===== src/hdl/hbc_pkg.sv =====
// Package for the H-bridge decay chopper: bridge states, switch sets, timing counts.
// Assumes a 100 MHz system clock; all users reference names as hbc_pkg::name.
package hbc_pkg;

    // Clock period in nanoseconds.
    localparam int CLOCK_PERIOD_NS = 10;
    // Noise blanking after a charge start, typical and longest, in nanoseconds.
    localparam int BLANK_TYP_NS = 300;
    localparam int BLANK_MAX_NS = 500;
    // Typical blanking rounds up, and must stay within the longest time rounded down.
    localparam int BLANK_CYCLES = (BLANK_TYP_NS + CLOCK_PERIOD_NS - 1) / CLOCK_PERIOD_NS;
    localparam int BLANK_MAX_CYCLES = BLANK_MAX_NS / CLOCK_PERIOD_NS;
    // Oscillator periods per chopping period.
    localparam int OSC_PER_CHOP = 8;
    // Fast decay share of the period is 37.5 percent, three of the eight slots.
    localparam int FAST_SLOTS = 3;
    // Reset value of the slot counter.
    localparam logic [2:0] SLOT_RESET = 3'h0;

    // Bridge drive state.
    typedef enum logic [1:0] {
        HBC_OFF,
        HBC_CHARGE,
        HBC_SLOW,
        HBC_FAST
    } hbc_bridge_type;

    // The four bridge switch gate commands.
    typedef struct packed {
        logic high_side_switch_a;
        logic high_side_switch_b;
        logic low_side_switch_a;
        logic low_side_switch_b;
    } hbc_switch_type;

    localparam hbc_switch_type SWITCH_ALL_OFF = 4'h0;

    // Controller inputs.
    typedef struct packed {
        logic phase;
        logic enable;
        logic standby_b;
        logic logic_supply_low;
        logic motor_supply_low;
    } hbc_ctrl_type;

endpackage


===== src/hdl/hbc_edge_detect.sv =====
// Rising-edge detector for the sawtooth ramp comparator.
// Assumes its input is already synchronous to clock.
`timescale 1ns/1ns
module hbc_edge_detect (
    input wire logic clock,
    input wire logic rst_b,
    input wire logic level_in,
    output logic rise_pulse
);

    typedef struct packed {
        logic last;
        logic pulse;
    } hbc_edge_state_type;

    hbc_edge_state_type state_reg;
    hbc_edge_state_type state_next;

    // A pulse marks the rising portion of the ramp.
    always_comb begin
        state_next = state_reg;
        state_next.last = level_in;
        state_next.pulse = level_in & ~state_reg.last;
    end

    always_ff @(posedge clock) begin
        if (!rst_b) begin
            state_reg <= '0;
        end else begin
            state_reg <= state_next;
        end
    end

    assign rise_pulse = state_reg.pulse;

endmodule


===== src/hdl/hbc_bridge_map.sv =====
// Maps bridge state and current direction to the four switch gates.
// Purely combinational; the caller registers the result.
`timescale 1ns/1ns
module hbc_bridge_map (
    input wire hbc_pkg::hbc_bridge_type bridge,
    input wire logic forward,
    output hbc_pkg::hbc_switch_type switches
);

    // Slow decay is the same both ways; charge and fast swap diagonals with direction.
    always_comb begin
        switches = hbc_pkg::SWITCH_ALL_OFF;
        case (bridge)
            hbc_pkg::HBC_CHARGE: begin
                if (forward) begin
                    switches = 4'b1001; // RULE1
                end else begin
                    switches = 4'b0110; // RULE2
                end
            end
            hbc_pkg::HBC_SLOW: begin
                switches = 4'b0011; // RULE4
            end
            hbc_pkg::HBC_FAST: begin
                if (forward) begin
                    switches = 4'b0110; // RULE1
                end else begin
                    switches = 4'b1001; // RULE2
                end
            end
            default: begin
                switches = hbc_pkg::SWITCH_ALL_OFF; // RULE5
            end
        endcase
    end

endmodule


===== src/hdl/hbc_chopper.sv =====
// Chopper logic for one H-bridge of a bipolar stepper driver.
// Assumes all inputs are synchronous to clock, and that osc_ramp_high is the
// comparator output of the external sawtooth, high on its rising portion.
//
// Contract
// [RULE1] Forward: charge A-high/B-low, fast B-high/A-low.
// [RULE2] Reverse: charge B-high/A-low, fast A-high/B-low.
// [RULE3] Bridge states change autonomously to regulate current.
// [RULE4] Decay drives switches, never relies on diodes.
// [RULE5] Forced off turns every switch off.
// [RULE6] Low logic supply forces internal reset.
// [RULE7] Low motor supply forces internal reset.
// [RULE8] Zero logic supply holds outputs off.
// [RULE9] Controller keeps standby until motor supply adequate.
// [RULE10] Controller waits charge pump settling after power-up.
// [RULE11] One chop period per eight oscillator periods.
// [RULE12] Oscillator clock from sawtooth rising portion.
// [RULE13] Half-step: controller sets peak for full torque.
// [RULE14] Fast decay takes 37.5 percent of period.
// [RULE15] Comparator ignored during blanking after charge start.
// [RULE16] Controller waits pump rise time after standby.
// [RULE17] Period starts charging; comparator trip ends charge.
// [RULE18] Reset or standby holds off, restart charging.
//
// Operating notes.
// The block sequences one bridge through charge, slow decay and fast decay.
// Each chopping period is eight slots long, and a slot is one sawtooth rise.
// A period always opens in charge, with the sense comparator blanked.
// Blanking lasts BLANK_LEN clock cycles, counted down in the state register.
// Once blanking has run out, a comparator trip ends charge for the period.
// After a trip the bridge sits in slow decay until the fast decay slots.
// The last FAST_SHARE slots of every period are spent in fast decay.
// Fast decay is entered even without a trip, so the ripple stays bounded.
// That costs some average current at light load, which we accept here.
// The direction input is registered every cycle along with the bridge state.
// A direction change inside a period swaps the diagonals at the next edge.
// We do not insert dead time here; the gate drivers are expected to add it.
// Every gate command comes straight from a flip-flop, so no glitch reaches a gate.
// The map from state to gates is combinational and feeds that flip-flop.
// A dropped enable, standby or either supply monitor is called a halt.
// A halt turns every gate off at the next edge, whatever the period was doing.
// While halted, the slot counter, trip flag and blanking counter are cleared.
// Releasing the halt opens a fresh period in charge at the next edge.
// The period timing therefore restarts and is not aligned to the old one.
// The internal reset output is only the registered OR of both supply monitors.
// Standby and enable stop the bridge but do not raise the internal reset.
// The supply monitors are assumed to be filtered and synchronous already.
// The oscillator clock output is a one-cycle pulse per sawtooth rise.
// It trails the rise of the ramp comparator by two clock cycles.
// The slot counter advances on the same internal tick, at the same edge as the output pulse.
// A ramp that is high through reset gives one spurious tick after release.
// That tick is harmless, because the bridge is halted during start-up.
// The sense comparator is ignored outside charge, as it means nothing there.
// The blanking length must stay within the longest allowed blanking time.
// With a fast ramp, one slot must outlast blanking, or trips are lost.
// The controller owns the start-up waits for the charge pump.
// The controller also owns the torque and current level settings.
// Neither of those waits is enforced here; the bridge obeys the inputs.
// Shoot-through is impossible by construction of the gate map.
// The assertions below guard the map, the timing and the halt behaviour.
// The cover properties show that slow decay, reverse fast decay and reverse charge are really reached.
`timescale 1ns/1ns
module hbc_chopper #(
    parameter int OSC_DIV = hbc_pkg::OSC_PER_CHOP,
    parameter int FAST_SHARE = hbc_pkg::FAST_SLOTS,
    parameter int BLANK_LEN = hbc_pkg::BLANK_CYCLES
) (
    input wire logic clock,
    input wire logic rst_b,
    input wire hbc_pkg::hbc_ctrl_type ctrl,
    input wire logic osc_ramp_high,
    input wire logic current_trip,
    output hbc_pkg::hbc_switch_type switches,
    output logic osc_derived_clock,
    output logic chop_start,
    output logic internal_reset
);

    localparam int SLOT_W = $clog2(OSC_DIV);
    localparam int BLANK_W = $clog2(BLANK_LEN + 1);
    localparam logic [SLOT_W-1:0] SLOT_LAST = SLOT_W'(OSC_DIV - 1);
    localparam logic [SLOT_W-1:0] FAST_FROM = SLOT_W'(OSC_DIV - FAST_SHARE);
    localparam logic [BLANK_W-1:0] BLANK_LOAD = BLANK_W'(BLANK_LEN);

    typedef struct packed {
        hbc_pkg::hbc_bridge_type bridge;
        logic [SLOT_W-1:0] slot;
        logic [BLANK_W-1:0] blank;
        logic tripped;
        logic running;
        logic forward;
        hbc_pkg::hbc_switch_type switches;
        logic osc_clk;
        logic chop_start;
        logic internal_reset;
    } hbc_state_type;

    // Registered state and its next value.
    hbc_state_type state_reg;
    hbc_state_type state_next;
    // One-cycle pulse for each sawtooth rise.
    logic osc_tick;
    // High while anything forces the bridge off.
    logic halt;
    // Gate set for the next bridge state, before the halt override.
    hbc_pkg::hbc_switch_type map_out;

    // Oscillator clock taken from the sawtooth rise.
    hbc_edge_detect u_edge (
        .clock(clock),
        .rst_b(rst_b),
        .level_in(osc_ramp_high), // RULE12
        .rise_pulse(osc_tick)
    );

    hbc_bridge_map u_map (
        .bridge(state_next.bridge),
        .forward(state_next.forward),
        .switches(map_out)
    );

    // Either supply monitor, standby or a dropped enable stops the bridge.
    assign halt = ctrl.logic_supply_low | ctrl.motor_supply_low | ~ctrl.standby_b | ~ctrl.enable;

    // Chopping sequencer: charge until trip, slow decay, then the last slots in fast decay.
    always_comb begin
        state_next = state_reg;
        state_next.chop_start = 1'b0;
        state_next.osc_clk = osc_tick; // RULE12
        state_next.internal_reset = ctrl.logic_supply_low | ctrl.motor_supply_low; // RULE6 RULE7 RULE8
        state_next.forward = ctrl.phase;
        // The blanking counter runs down on its own and rests at zero.
        if (state_reg.blank != '0) begin
            state_next.blank = state_reg.blank - 1'b1; // RULE15
        end
        // A halt wins over everything else, so no gate stays on.
        if (halt) begin
            state_next.bridge = hbc_pkg::HBC_OFF; // RULE5 RULE18
            state_next.running = 1'b0;
            state_next.slot = hbc_pkg::SLOT_RESET;
            state_next.tripped = 1'b0;
            state_next.blank = '0;
        end else if (!state_reg.running || (osc_tick && state_reg.slot == SLOT_LAST)) begin
            // A new period always opens with charge; the trip flag clears here.
            state_next.running = 1'b1;
            state_next.slot = hbc_pkg::SLOT_RESET; // RULE11
            state_next.bridge = hbc_pkg::HBC_CHARGE; // RULE17 RULE18
            state_next.tripped = 1'b0;
            state_next.blank = BLANK_LOAD; // RULE15
            state_next.chop_start = 1'b1;
        end else begin
            // Inside a period the slot only moves on a ramp tick.
            if (osc_tick) begin
                state_next.slot = state_reg.slot + 1'b1; // RULE11
            end
            // Comparator only counts once the blanking window has expired.
            if (current_trip && state_reg.blank == '0 && state_reg.bridge == hbc_pkg::HBC_CHARGE) begin
                state_next.tripped = 1'b1; // RULE17
            end
            if (state_next.slot >= FAST_FROM) begin
                state_next.bridge = hbc_pkg::HBC_FAST; // RULE14 RULE3
            end else if (state_next.tripped) begin
                state_next.bridge = hbc_pkg::HBC_SLOW; // RULE3 RULE4
            end else begin
                state_next.bridge = hbc_pkg::HBC_CHARGE;
            end
        end
        state_next.switches = halt ? hbc_pkg::SWITCH_ALL_OFF : map_out; // RULE5
    end

    always_ff @(posedge clock) begin
        if (!rst_b) begin
            state_reg <= '0;
        end else begin
            state_reg <= state_next;
        end
    end

    assign switches = state_reg.switches;
    assign osc_derived_clock = state_reg.osc_clk;
    assign chop_start = state_reg.chop_start;
    assign internal_reset = state_reg.internal_reset;

    // Checks on the registered behaviour.
    a_halt_all_off: assert property (@(posedge clock) disable iff (!rst_b) // RULE5
        halt |=> switches == hbc_pkg::SWITCH_ALL_OFF)
        else $error("Bridge not off while halted.");
    a_supply_reset: assert property (@(posedge clock) disable iff (!rst_b) // RULE6
        ctrl.logic_supply_low |=> internal_reset && switches == hbc_pkg::SWITCH_ALL_OFF)
        else $error("Logic supply low did not reset.");
    a_motor_reset: assert property (@(posedge clock) disable iff (!rst_b) // RULE7
        ctrl.motor_supply_low |=> internal_reset && switches == hbc_pkg::SWITCH_ALL_OFF)
        else $error("Motor supply low did not reset.");
    a_no_shoot: assert property (@(posedge clock) disable iff (!rst_b) // RULE1
        !(switches.high_side_switch_a && switches.low_side_switch_a)
        && !(switches.high_side_switch_b && switches.low_side_switch_b))
        else $error("Shoot-through on a bridge leg.");
    a_start_charge: assert property (@(posedge clock) disable iff (!rst_b) // RULE17
        chop_start |-> switches == (state_reg.forward ? 4'b1001 : 4'b0110))
        else $error("Period did not open in charge.");
    a_blank_hold: assert property (@(posedge clock) disable iff (!rst_b) // RULE15
        chop_start && !halt |=> state_reg.bridge == hbc_pkg::HBC_CHARGE)
        else $error("Charge left during blanking.");
    a_period_len: assert property (@(posedge clock) disable iff (!rst_b) // RULE11
        state_reg.running && osc_tick && state_reg.slot == SLOT_LAST && !halt |=> chop_start)
        else $error("Period did not end after eight ticks.");
    a_fast_share: assert property (@(posedge clock) disable iff (!rst_b) // RULE14
        state_reg.running && !halt && state_reg.slot >= FAST_FROM && !state_next.chop_start
        |=> state_reg.bridge == hbc_pkg::HBC_FAST)
        else $error("Fast decay slot not honoured.");
    a_trip_decay: assert property (@(posedge clock) disable iff (!rst_b) // RULE3
        state_reg.tripped && state_reg.running |-> state_reg.bridge != hbc_pkg::HBC_CHARGE)
        else $error("Charge held after trip.");
    // Forward charge drives the high A and low B gates.
    a_fwd_charge: assert property (@(posedge clock) disable iff (!rst_b) // RULE1
        state_reg.bridge == hbc_pkg::HBC_CHARGE && state_reg.forward |-> switches == 4'b1001)
        else $error("Forward charge gates wrong.");
    // Reverse charge drives the high B and low A gates.
    a_rev_charge: assert property (@(posedge clock) disable iff (!rst_b) // RULE2
        state_reg.bridge == hbc_pkg::HBC_CHARGE && !state_reg.forward |-> switches == 4'b0110)
        else $error("Reverse charge gates wrong.");
    // Forward fast decay drives the opposite diagonal.
    a_fwd_fast: assert property (@(posedge clock) disable iff (!rst_b) // RULE1
        state_reg.bridge == hbc_pkg::HBC_FAST && state_reg.forward |-> switches == 4'b0110)
        else $error("Forward fast decay gates wrong.");
    // Reverse fast decay drives the opposite diagonal.
    a_rev_fast: assert property (@(posedge clock) disable iff (!rst_b) // RULE2
        state_reg.bridge == hbc_pkg::HBC_FAST && !state_reg.forward |-> switches == 4'b1001)
        else $error("Reverse fast decay gates wrong.");
    // Slow decay keeps both low gates on, so the diodes carry nothing.
    a_slow_lows: assert property (@(posedge clock) disable iff (!rst_b) // RULE4
        state_reg.bridge == hbc_pkg::HBC_SLOW |-> switches == 4'b0011)
        else $error("Slow decay gates wrong.");
    // The off state really leaves every gate off.
    a_off_gates: assert property (@(posedge clock) disable iff (!rst_b) // RULE5
        state_reg.bridge == hbc_pkg::HBC_OFF |-> switches == hbc_pkg::SWITCH_ALL_OFF)
        else $error("Gate on in off state.");
    // No gate is on while the internal reset stands.
    a_reset_gates: assert property (@(posedge clock) disable iff (!rst_b) // RULE8
        internal_reset |-> switches == hbc_pkg::SWITCH_ALL_OFF)
        else $error("Gate on during internal reset.");
    // The internal reset clears once both supplies are good.
    a_reset_clear: assert property (@(posedge clock) disable iff (!rst_b) // RULE7
        !ctrl.logic_supply_low && !ctrl.motor_supply_low |=> !internal_reset)
        else $error("Internal reset held with good supplies.");
    // The oscillator clock follows every ramp rise two cycles later.
    a_tick_follow: assert property (@(posedge clock) disable iff (!rst_b) // RULE12
        $rose(osc_ramp_high) |-> ##2 osc_derived_clock)
        else $error("Ramp rise gave no oscillator clock.");
    // The oscillator clock is a single-cycle pulse.
    a_tick_pulse: assert property (@(posedge clock) disable iff (!rst_b) // RULE12
        osc_derived_clock |=> !osc_derived_clock)
        else $error("Oscillator clock longer than one cycle.");
    // Each period loads the full blanking count.
    a_blank_load: assert property (@(posedge clock) disable iff (!rst_b) // RULE15
        chop_start |-> state_reg.blank == BLANK_LOAD)
        else $error("Blanking not loaded at period start.");
    // Blanking never exceeds the longest allowed time.
    a_blank_max: assert property (@(posedge clock) disable iff (!rst_b) // RULE15
        int'(state_reg.blank) <= hbc_pkg::BLANK_MAX_CYCLES)
        else $error("Blanking longer than allowed.");
    // A trip inside blanking must not end charge.
    a_blank_ignore: assert property (@(posedge clock) disable iff (!rst_b) // RULE15
        state_reg.blank != '0 && !halt && !state_reg.tripped |=> state_reg.bridge != hbc_pkg::HBC_SLOW)
        else $error("Trip accepted during blanking.");
    // A trip after blanking ends charge at the next edge.
    a_trip_ends: assert property (@(posedge clock) disable iff (!rst_b) // RULE17
        current_trip && state_reg.blank == '0 && state_reg.bridge == hbc_pkg::HBC_CHARGE
        && !halt && !state_next.chop_start |=> state_reg.bridge != hbc_pkg::HBC_CHARGE)
        else $error("Trip did not end charge.");
    // Before a trip and before the fast slots the bridge charges.
    a_charge_held: assert property (@(posedge clock) disable iff (!rst_b) // RULE17
        state_reg.running && state_reg.slot < FAST_FROM && !state_reg.tripped
        |-> state_reg.bridge == hbc_pkg::HBC_CHARGE)
        else $error("Charge left without a trip.");
    // Fast decay only appears in the late slots.
    a_fast_late: assert property (@(posedge clock) disable iff (!rst_b) // RULE14
        state_reg.bridge == hbc_pkg::HBC_FAST |-> state_reg.slot >= FAST_FROM)
        else $error("Fast decay in an early slot.");
    // Standby stops the bridge and opens no period.
    a_standby_off: assert property (@(posedge clock) disable iff (!rst_b) // RULE18
        !ctrl.standby_b |=> switches == hbc_pkg::SWITCH_ALL_OFF && !chop_start)
        else $error("Bridge active in standby.");
    // Leaving the off state always opens a period.
    a_restart: assert property (@(posedge clock) disable iff (!rst_b) // RULE18
        state_reg.bridge == hbc_pkg::HBC_OFF && !halt |=> chop_start)
        else $error("No restart after release.");
    // Period starts are single pulses.
    a_chop_once: assert property (@(posedge clock) disable iff (!rst_b) // RULE11
        chop_start |=> !chop_start)
        else $error("Period start longer than one cycle.");
    // The slot counter only moves on a ramp tick.
    a_slot_hold: assert property (@(posedge clock) disable iff (!rst_b) // RULE11
        !osc_tick && !halt |=> $stable(state_reg.slot))
        else $error("Slot moved without a tick.");
    c_trip: cover property (@(posedge clock) disable iff (!rst_b)
        state_reg.bridge == hbc_pkg::HBC_SLOW);
    c_fast: cover property (@(posedge clock) disable iff (!rst_b)
        state_reg.bridge == hbc_pkg::HBC_FAST && !state_reg.forward);
    c_restart: cover property (@(posedge clock) disable iff (!rst_b)
        halt ##1 !halt ##1 chop_start);
    c_reverse_charge: cover property (@(posedge clock) disable iff (!rst_b)
        state_reg.bridge == hbc_pkg::HBC_CHARGE && !state_reg.forward);
    c_supply_reset: cover property (@(posedge clock) disable iff (!rst_b)
        internal_reset);

endmodule


===== config.mk =====
export PLATFORM = sky130hd
export DESIGN_NAME = hbc_chopper
export DESIGN_NICKNAME = d
export VERILOG_FILES = /design/src/hdl/hbc_pkg.sv /design/src/hdl/hbc_edge_detect.sv /design/src/hdl/hbc_bridge_map.sv /design/src/hdl/hbc_chopper.sv
export SDC_FILE = /design/constraint.sdc
export NUM_CORES = 1
export LEC_CHECK = 0
export BUFFER_PORTS_ARGS = -buffer_cell sky130_fd_sc_hd__buf_2
export CAP_MARGIN = 20
export CORE_MARGIN = 10
export CORE_UTILIZATION = 40
export DETAILED_ROUTE_END_ITERATION = 10
export PLACE_DENSITY = 0.61
export SLEW_MARGIN = 10
export SYNTH_ARGS = -nofsm -noshare
export SYNTH_HDL_FRONTEND = slang
export SYNTH_HIERARCHICAL = 1
export SYNTH_SLANG_ARGS = --single-unit

===== constraint.sdc =====
create_clock -name clock -period 2 [get_ports clock]
set_clock_uncertainty 0.1 [all_clocks]
set_input_delay 0.4 -clock clock [delete_from_list [all_inputs] [get_ports clock]]
set_output_delay 0.4 -clock clock [all_outputs]
set_load 0.01 [all_outputs]

# Word level (Yosys, flattened, before mapping)
# Index checks and enable logic that the tools add are counted.
# Widths: inputs -> output; s select.
# totals
register_bits,21
in_bits,9
elab_cells,59
# classes
add_sub_neg,2
order_cmp,1
eq_ne,5
n_mux,18
n_bitwise,8
reduce_logical,10
# ops
cell,n
$mux 5,3
$mux 12,1
$pmux 4 s3,1
$mux 3,3
$mux 4,2
$mux 1,6
$logic_not 5->1,1
$reduce_bool 5->1,1
$sub 5x1->5 const B,1
$eq 2x1->1 const B,2
$eq 2x2->1 const B,2
$mux 2,2
$not 1->1,4
$add 3x1->3 const B,1
$eq 3x3->1 const B,1
$ge 3x3->1 const B,1
$logic_and 1x1->1,3
$or 1x1->1,3
$reduce_or 3->1,1
$reduce_bool 2->1,1
$reduce_or 2->1,1
$and 1x1->1,1
$logic_not 1->1,1
$logic_or 1x1->1,1

# Logic depth before layout (Yosys ltp)
# logic_depth
ltp_word,12
depth_mapped,8
mapped_depth_nobuf,8

# Modules after synthesis
# Netlist, hierarchy kept.
# by_module_without_submodules
module,instances,cells_per_inst,area_each_um2,seq_area_each_um2
hbc_chopper,1,77,775.7,380.4
hbc_edge_detect,1,4,55.1,40.0
hbc_bridge_map,1,7,48.8,0.0

# Worst setup path before layout
# No wires, ideal clock.
# synth_timing
kind,register -> register
from,register state_reg[15] (netlist name)
to,"register state_reg, in the netlist switches[2]"
setup_ns,0.115
arrival_ns,1.742
path_slack_ns,0.042
stages_incl_launch_ff,9
n_path_buf,0
synth_period_minus_slack_ns,1.958
cell_sequence,dfxtp_1 -> ha_1 -> ha_1 -> nand2_1 -> o22a_1 -> a21oi_1 -> xnor2_1 -> and2_1 -> and3_1
# synth_rtl
item,line_no,text
from (decl),hbc_chopper.sv:99,hbc_state_type state_reg;
from (signal assigned),hbc_chopper.sv:175,state_reg <= state_next;

==> results.sh <==
export IMPL_grt_max_degree=13
export IMPL_cts_buffers=3
export IMPL_holdPathStages=2
export IMPL_fin_ws_ps=106.4
export IMPL_die_h_um=66.90
export IMPL_grt_pass1_vias=615
export IMPL_start_util=0.4350
export IMPL_max_slew_margin=0.7778
export IMPL_drive_gt1_frac=0.3271
export IMPL_rrSetupSlack_ps=110
export IMPL_critical_path_class="reg -> reg"
export IMPL_ff_latch_area_um2=421.7
export IMPL_nets=120
export IMPL_worst_r2r_cell_count=8
export IMPL_coreArea_um2=2022
export IMPL_period_needed_ps=1894
export IMPL_synth_seq_cells=21
export IMPL_cp_end_kind="flop"
export IMPL_dr_pass1_iters=4
export IMPL_area_growth_pct=18.63
export IMPL_ys_seq_area_frac=0.4780
export IMPL_preCtsSetupSlack_ps=37.97
export IMPL_rsz0062_at_grt="no"
export IMPL_hold_viol=0
export IMPL_final_cell_mix="dfxtp_1 (20), buf_2 (15), inv_1 (6), nor2_1 (6)"
export IMPL_fp_dieW_um=66.90
export IMPL_rows=16
export IMPL_min_period_over_period=0.9468
export IMPL_critPathMaxFanout=4
export IMPL_hold_start="ctrl[1]"
export IMPL_p_leak_nw=0.4708
export IMPL_grt_pass1_wl_mm=2.794
export IMPL_powerDensity_nw_per_um2=643.4
export IMPL_ir_drop_uv=371.0
export IMPL_cts_tree="built"
export IMPL_hold_class="in -> reg"
export IMPL_postCtsHoldBufs=0
export IMPL_die_area_um2=4475
export IMPL_clk_latency_ps=300
export IMPL_final_common_cell="dfxtp_1"
export IMPL_cts_sinks=21
export IMPL_port_buffers=15
export IMPL_wl_per_cell_um=12.48
export IMPL_drt_iter0_drc=12
export IMPL_clkSlewWorstSetupHoldPaths_ps=110
export IMPL_setup_viol=0
export IMPL_antenna_found_initial=0
export IMPL_max_freq_ghz=0.5281
export IMPL_grt_usage=0.07997
export IMPL_cp_arrival_ps=2000
export IMPL_status="complete, no violations"
export IMPL_fin_util=0.5161
export IMPL_ios=16
export IMPL_drv_cap=0
export IMPL_multiInputGateArea_um2=421.7
export IMPL_rr_startpoint="state_reg[10]"
export IMPL_largest_reg_flops=12
export IMPL_h_tree_depth=1
export IMPL_via_per_inst=4.918
export IMPL_drt_wl_total_mm=1.672
export IMPL_start_kind="flop"
export IMPL_ys_warn_count=6
export IMPL_antenna_cells=0
export IMPL_synth_cells=88
export IMPL_syn_num_nets=100
export IMPL_drc=0
export IMPL_clk_path_buf_depth=2
export IMPL_synth_area_um2=879.6
export IMPL_cts_root_buf="clkbuf_4"
export IMPL_syn_area_per_cell_um2=9.995
export IMPL_crit_required_ps=2110
export IMPL_nFillCells=202
export IMPL_synth_distinct_cells=29
export IMPL_r2r_end="switches[2]"
export IMPL_whs_endpoint="internal_reset"
export IMPL_slew_viol_final=0
export IMPL_worst_pin_slew_ps=331.9
export IMPL_grt_overflow=0
export IMPL_postRouteAntennaNets=0
export IMPL_place_gp_congestion=0.7330
export IMPL_post_dp_hpwl_mm=1.242
export IMPL_num_vias=659
## Yosys cell counts
cell,number,area share
dfxtp_1,21,0.48
inv_1,7,0.030
nor2_1,6,0.026
a21oi_1,5,0.028
nand2_1,5,0.021
xnor2_1,5,0.050
a31oi_1,4,0.028
and3_1,4,0.028
buf_4,4,0.034
and2_1,3,0.021
ha_1,3,0.043
nand2b_1,3,0.021
nor2b_1,2,0.014
a21boi_2,1,0.013
a41o_1,1,0.011
a41oi_1,1,0.010
and3b_1,1,0.010
and4bb_2,1,0.014
buf_6,1,0.013
mux2_2,1,0.013
mux2i_1,1,0.011
nand3_1,1,0.0057
nor3_1,1,0.0057
nor4b_4,1,0.027
o211ai_1,1,0.0085
o21a_1,1,0.0085
o22a_1,1,0.010
o31ai_1,1,0.0085
or3_1,1,0.0071
## routing by layer
metal	track usage	vias up	share of wire
met1	0.08553	297	0.46
met3	0.05017	4	0.11
met4	0.02821	0	0.0096
met5	0	-	0
met2	0.1256	21	0.43
li1	-	337	-
## cells by family after synthesis
logic type / after synthesis / synth area share
buffers and inverters: 12 / 0.07682
AND/OR/NAND/NOR: 29 / 0.2020
adder cells (fa/ha/maj): 3 / 0.04268
multiplexers: 2 / 0.02418
XOR/XNOR: 5 / 0.04978
AO/OA/AOI/OAI: 16 / 0.1266
flip-flops: 21 / 0.4779
## power by group
part           switching [W]  internal, W  leakage [nW]  total [W]
Clock               0.000124    0.0000746        0.0177   0.000199
Combinational      0.0000196    0.0000234         0.282  0.0000430
Sequential        0.00000471     0.000425         0.171   0.000429
Total               0.000149     0.000523         0.471   0.000671
## final cells by class
| cell class | instances | share of cell area |
|---|---|---|
| clock buffers | 3 | 0.02158 |
| flip-flops and latches | 21 | 0.4041 |
| multi-input cells | 55 | 0.4041 |
| well taps | 27 | 0.03237 |
| repair buffers | 20 | 0.1079 |
| inverters | 7 | 0.02518 |
| clock inverters | 1 | 0.004796 |
## worst max-delay path, stage by stage (launching register included)
cell and delay [ps]:
dfxtp_2 340, inv_2 60, ha_2 170, nor4b_4 300, a41oi_2 210, a21oi_2 210, xnor2_1 100, and2_1 150
and3_1 150
## metrics by stage
step	instances	total power (W)	hold slack (ps)	TNS [ps]	area [um2]
after floorplan	88	0.0004626	374.9	0	879.6
after global placement	129	0.0004787	388.5	0	977.2
after detailed placement	129	0.0004799	397.9	0	977.2
after CTS	133	0.0006795	188.1	-1.895	1005
after global routing	134	0.0007095	188.6	0	1044
final	134	0.0006714	191.9	0	1044
## worst max path at each step
stage                              from  slack [ps]  cells after the start           to
after floorplan           state_reg[15]          40                      8  switches[2]
after global placement    state_reg[15]          90                      8  switches[0]
after detailed placement  state_reg[10]          40                      8  switches[2]
after CTS                 state_reg[10]          -2                      8  switches[2]
after global routing      state_reg[10]           2                      8  switches[2]
final                     state_reg[10]         110                      8  switches[2]
## timing repair
item                       in CTS  in global routing
pin swaps                       0                  2
setup buffers                   0                  1
gates resized for setup         0                  8
setup endpoints to repair       1                  4
(Power assumes the default switching activity.)
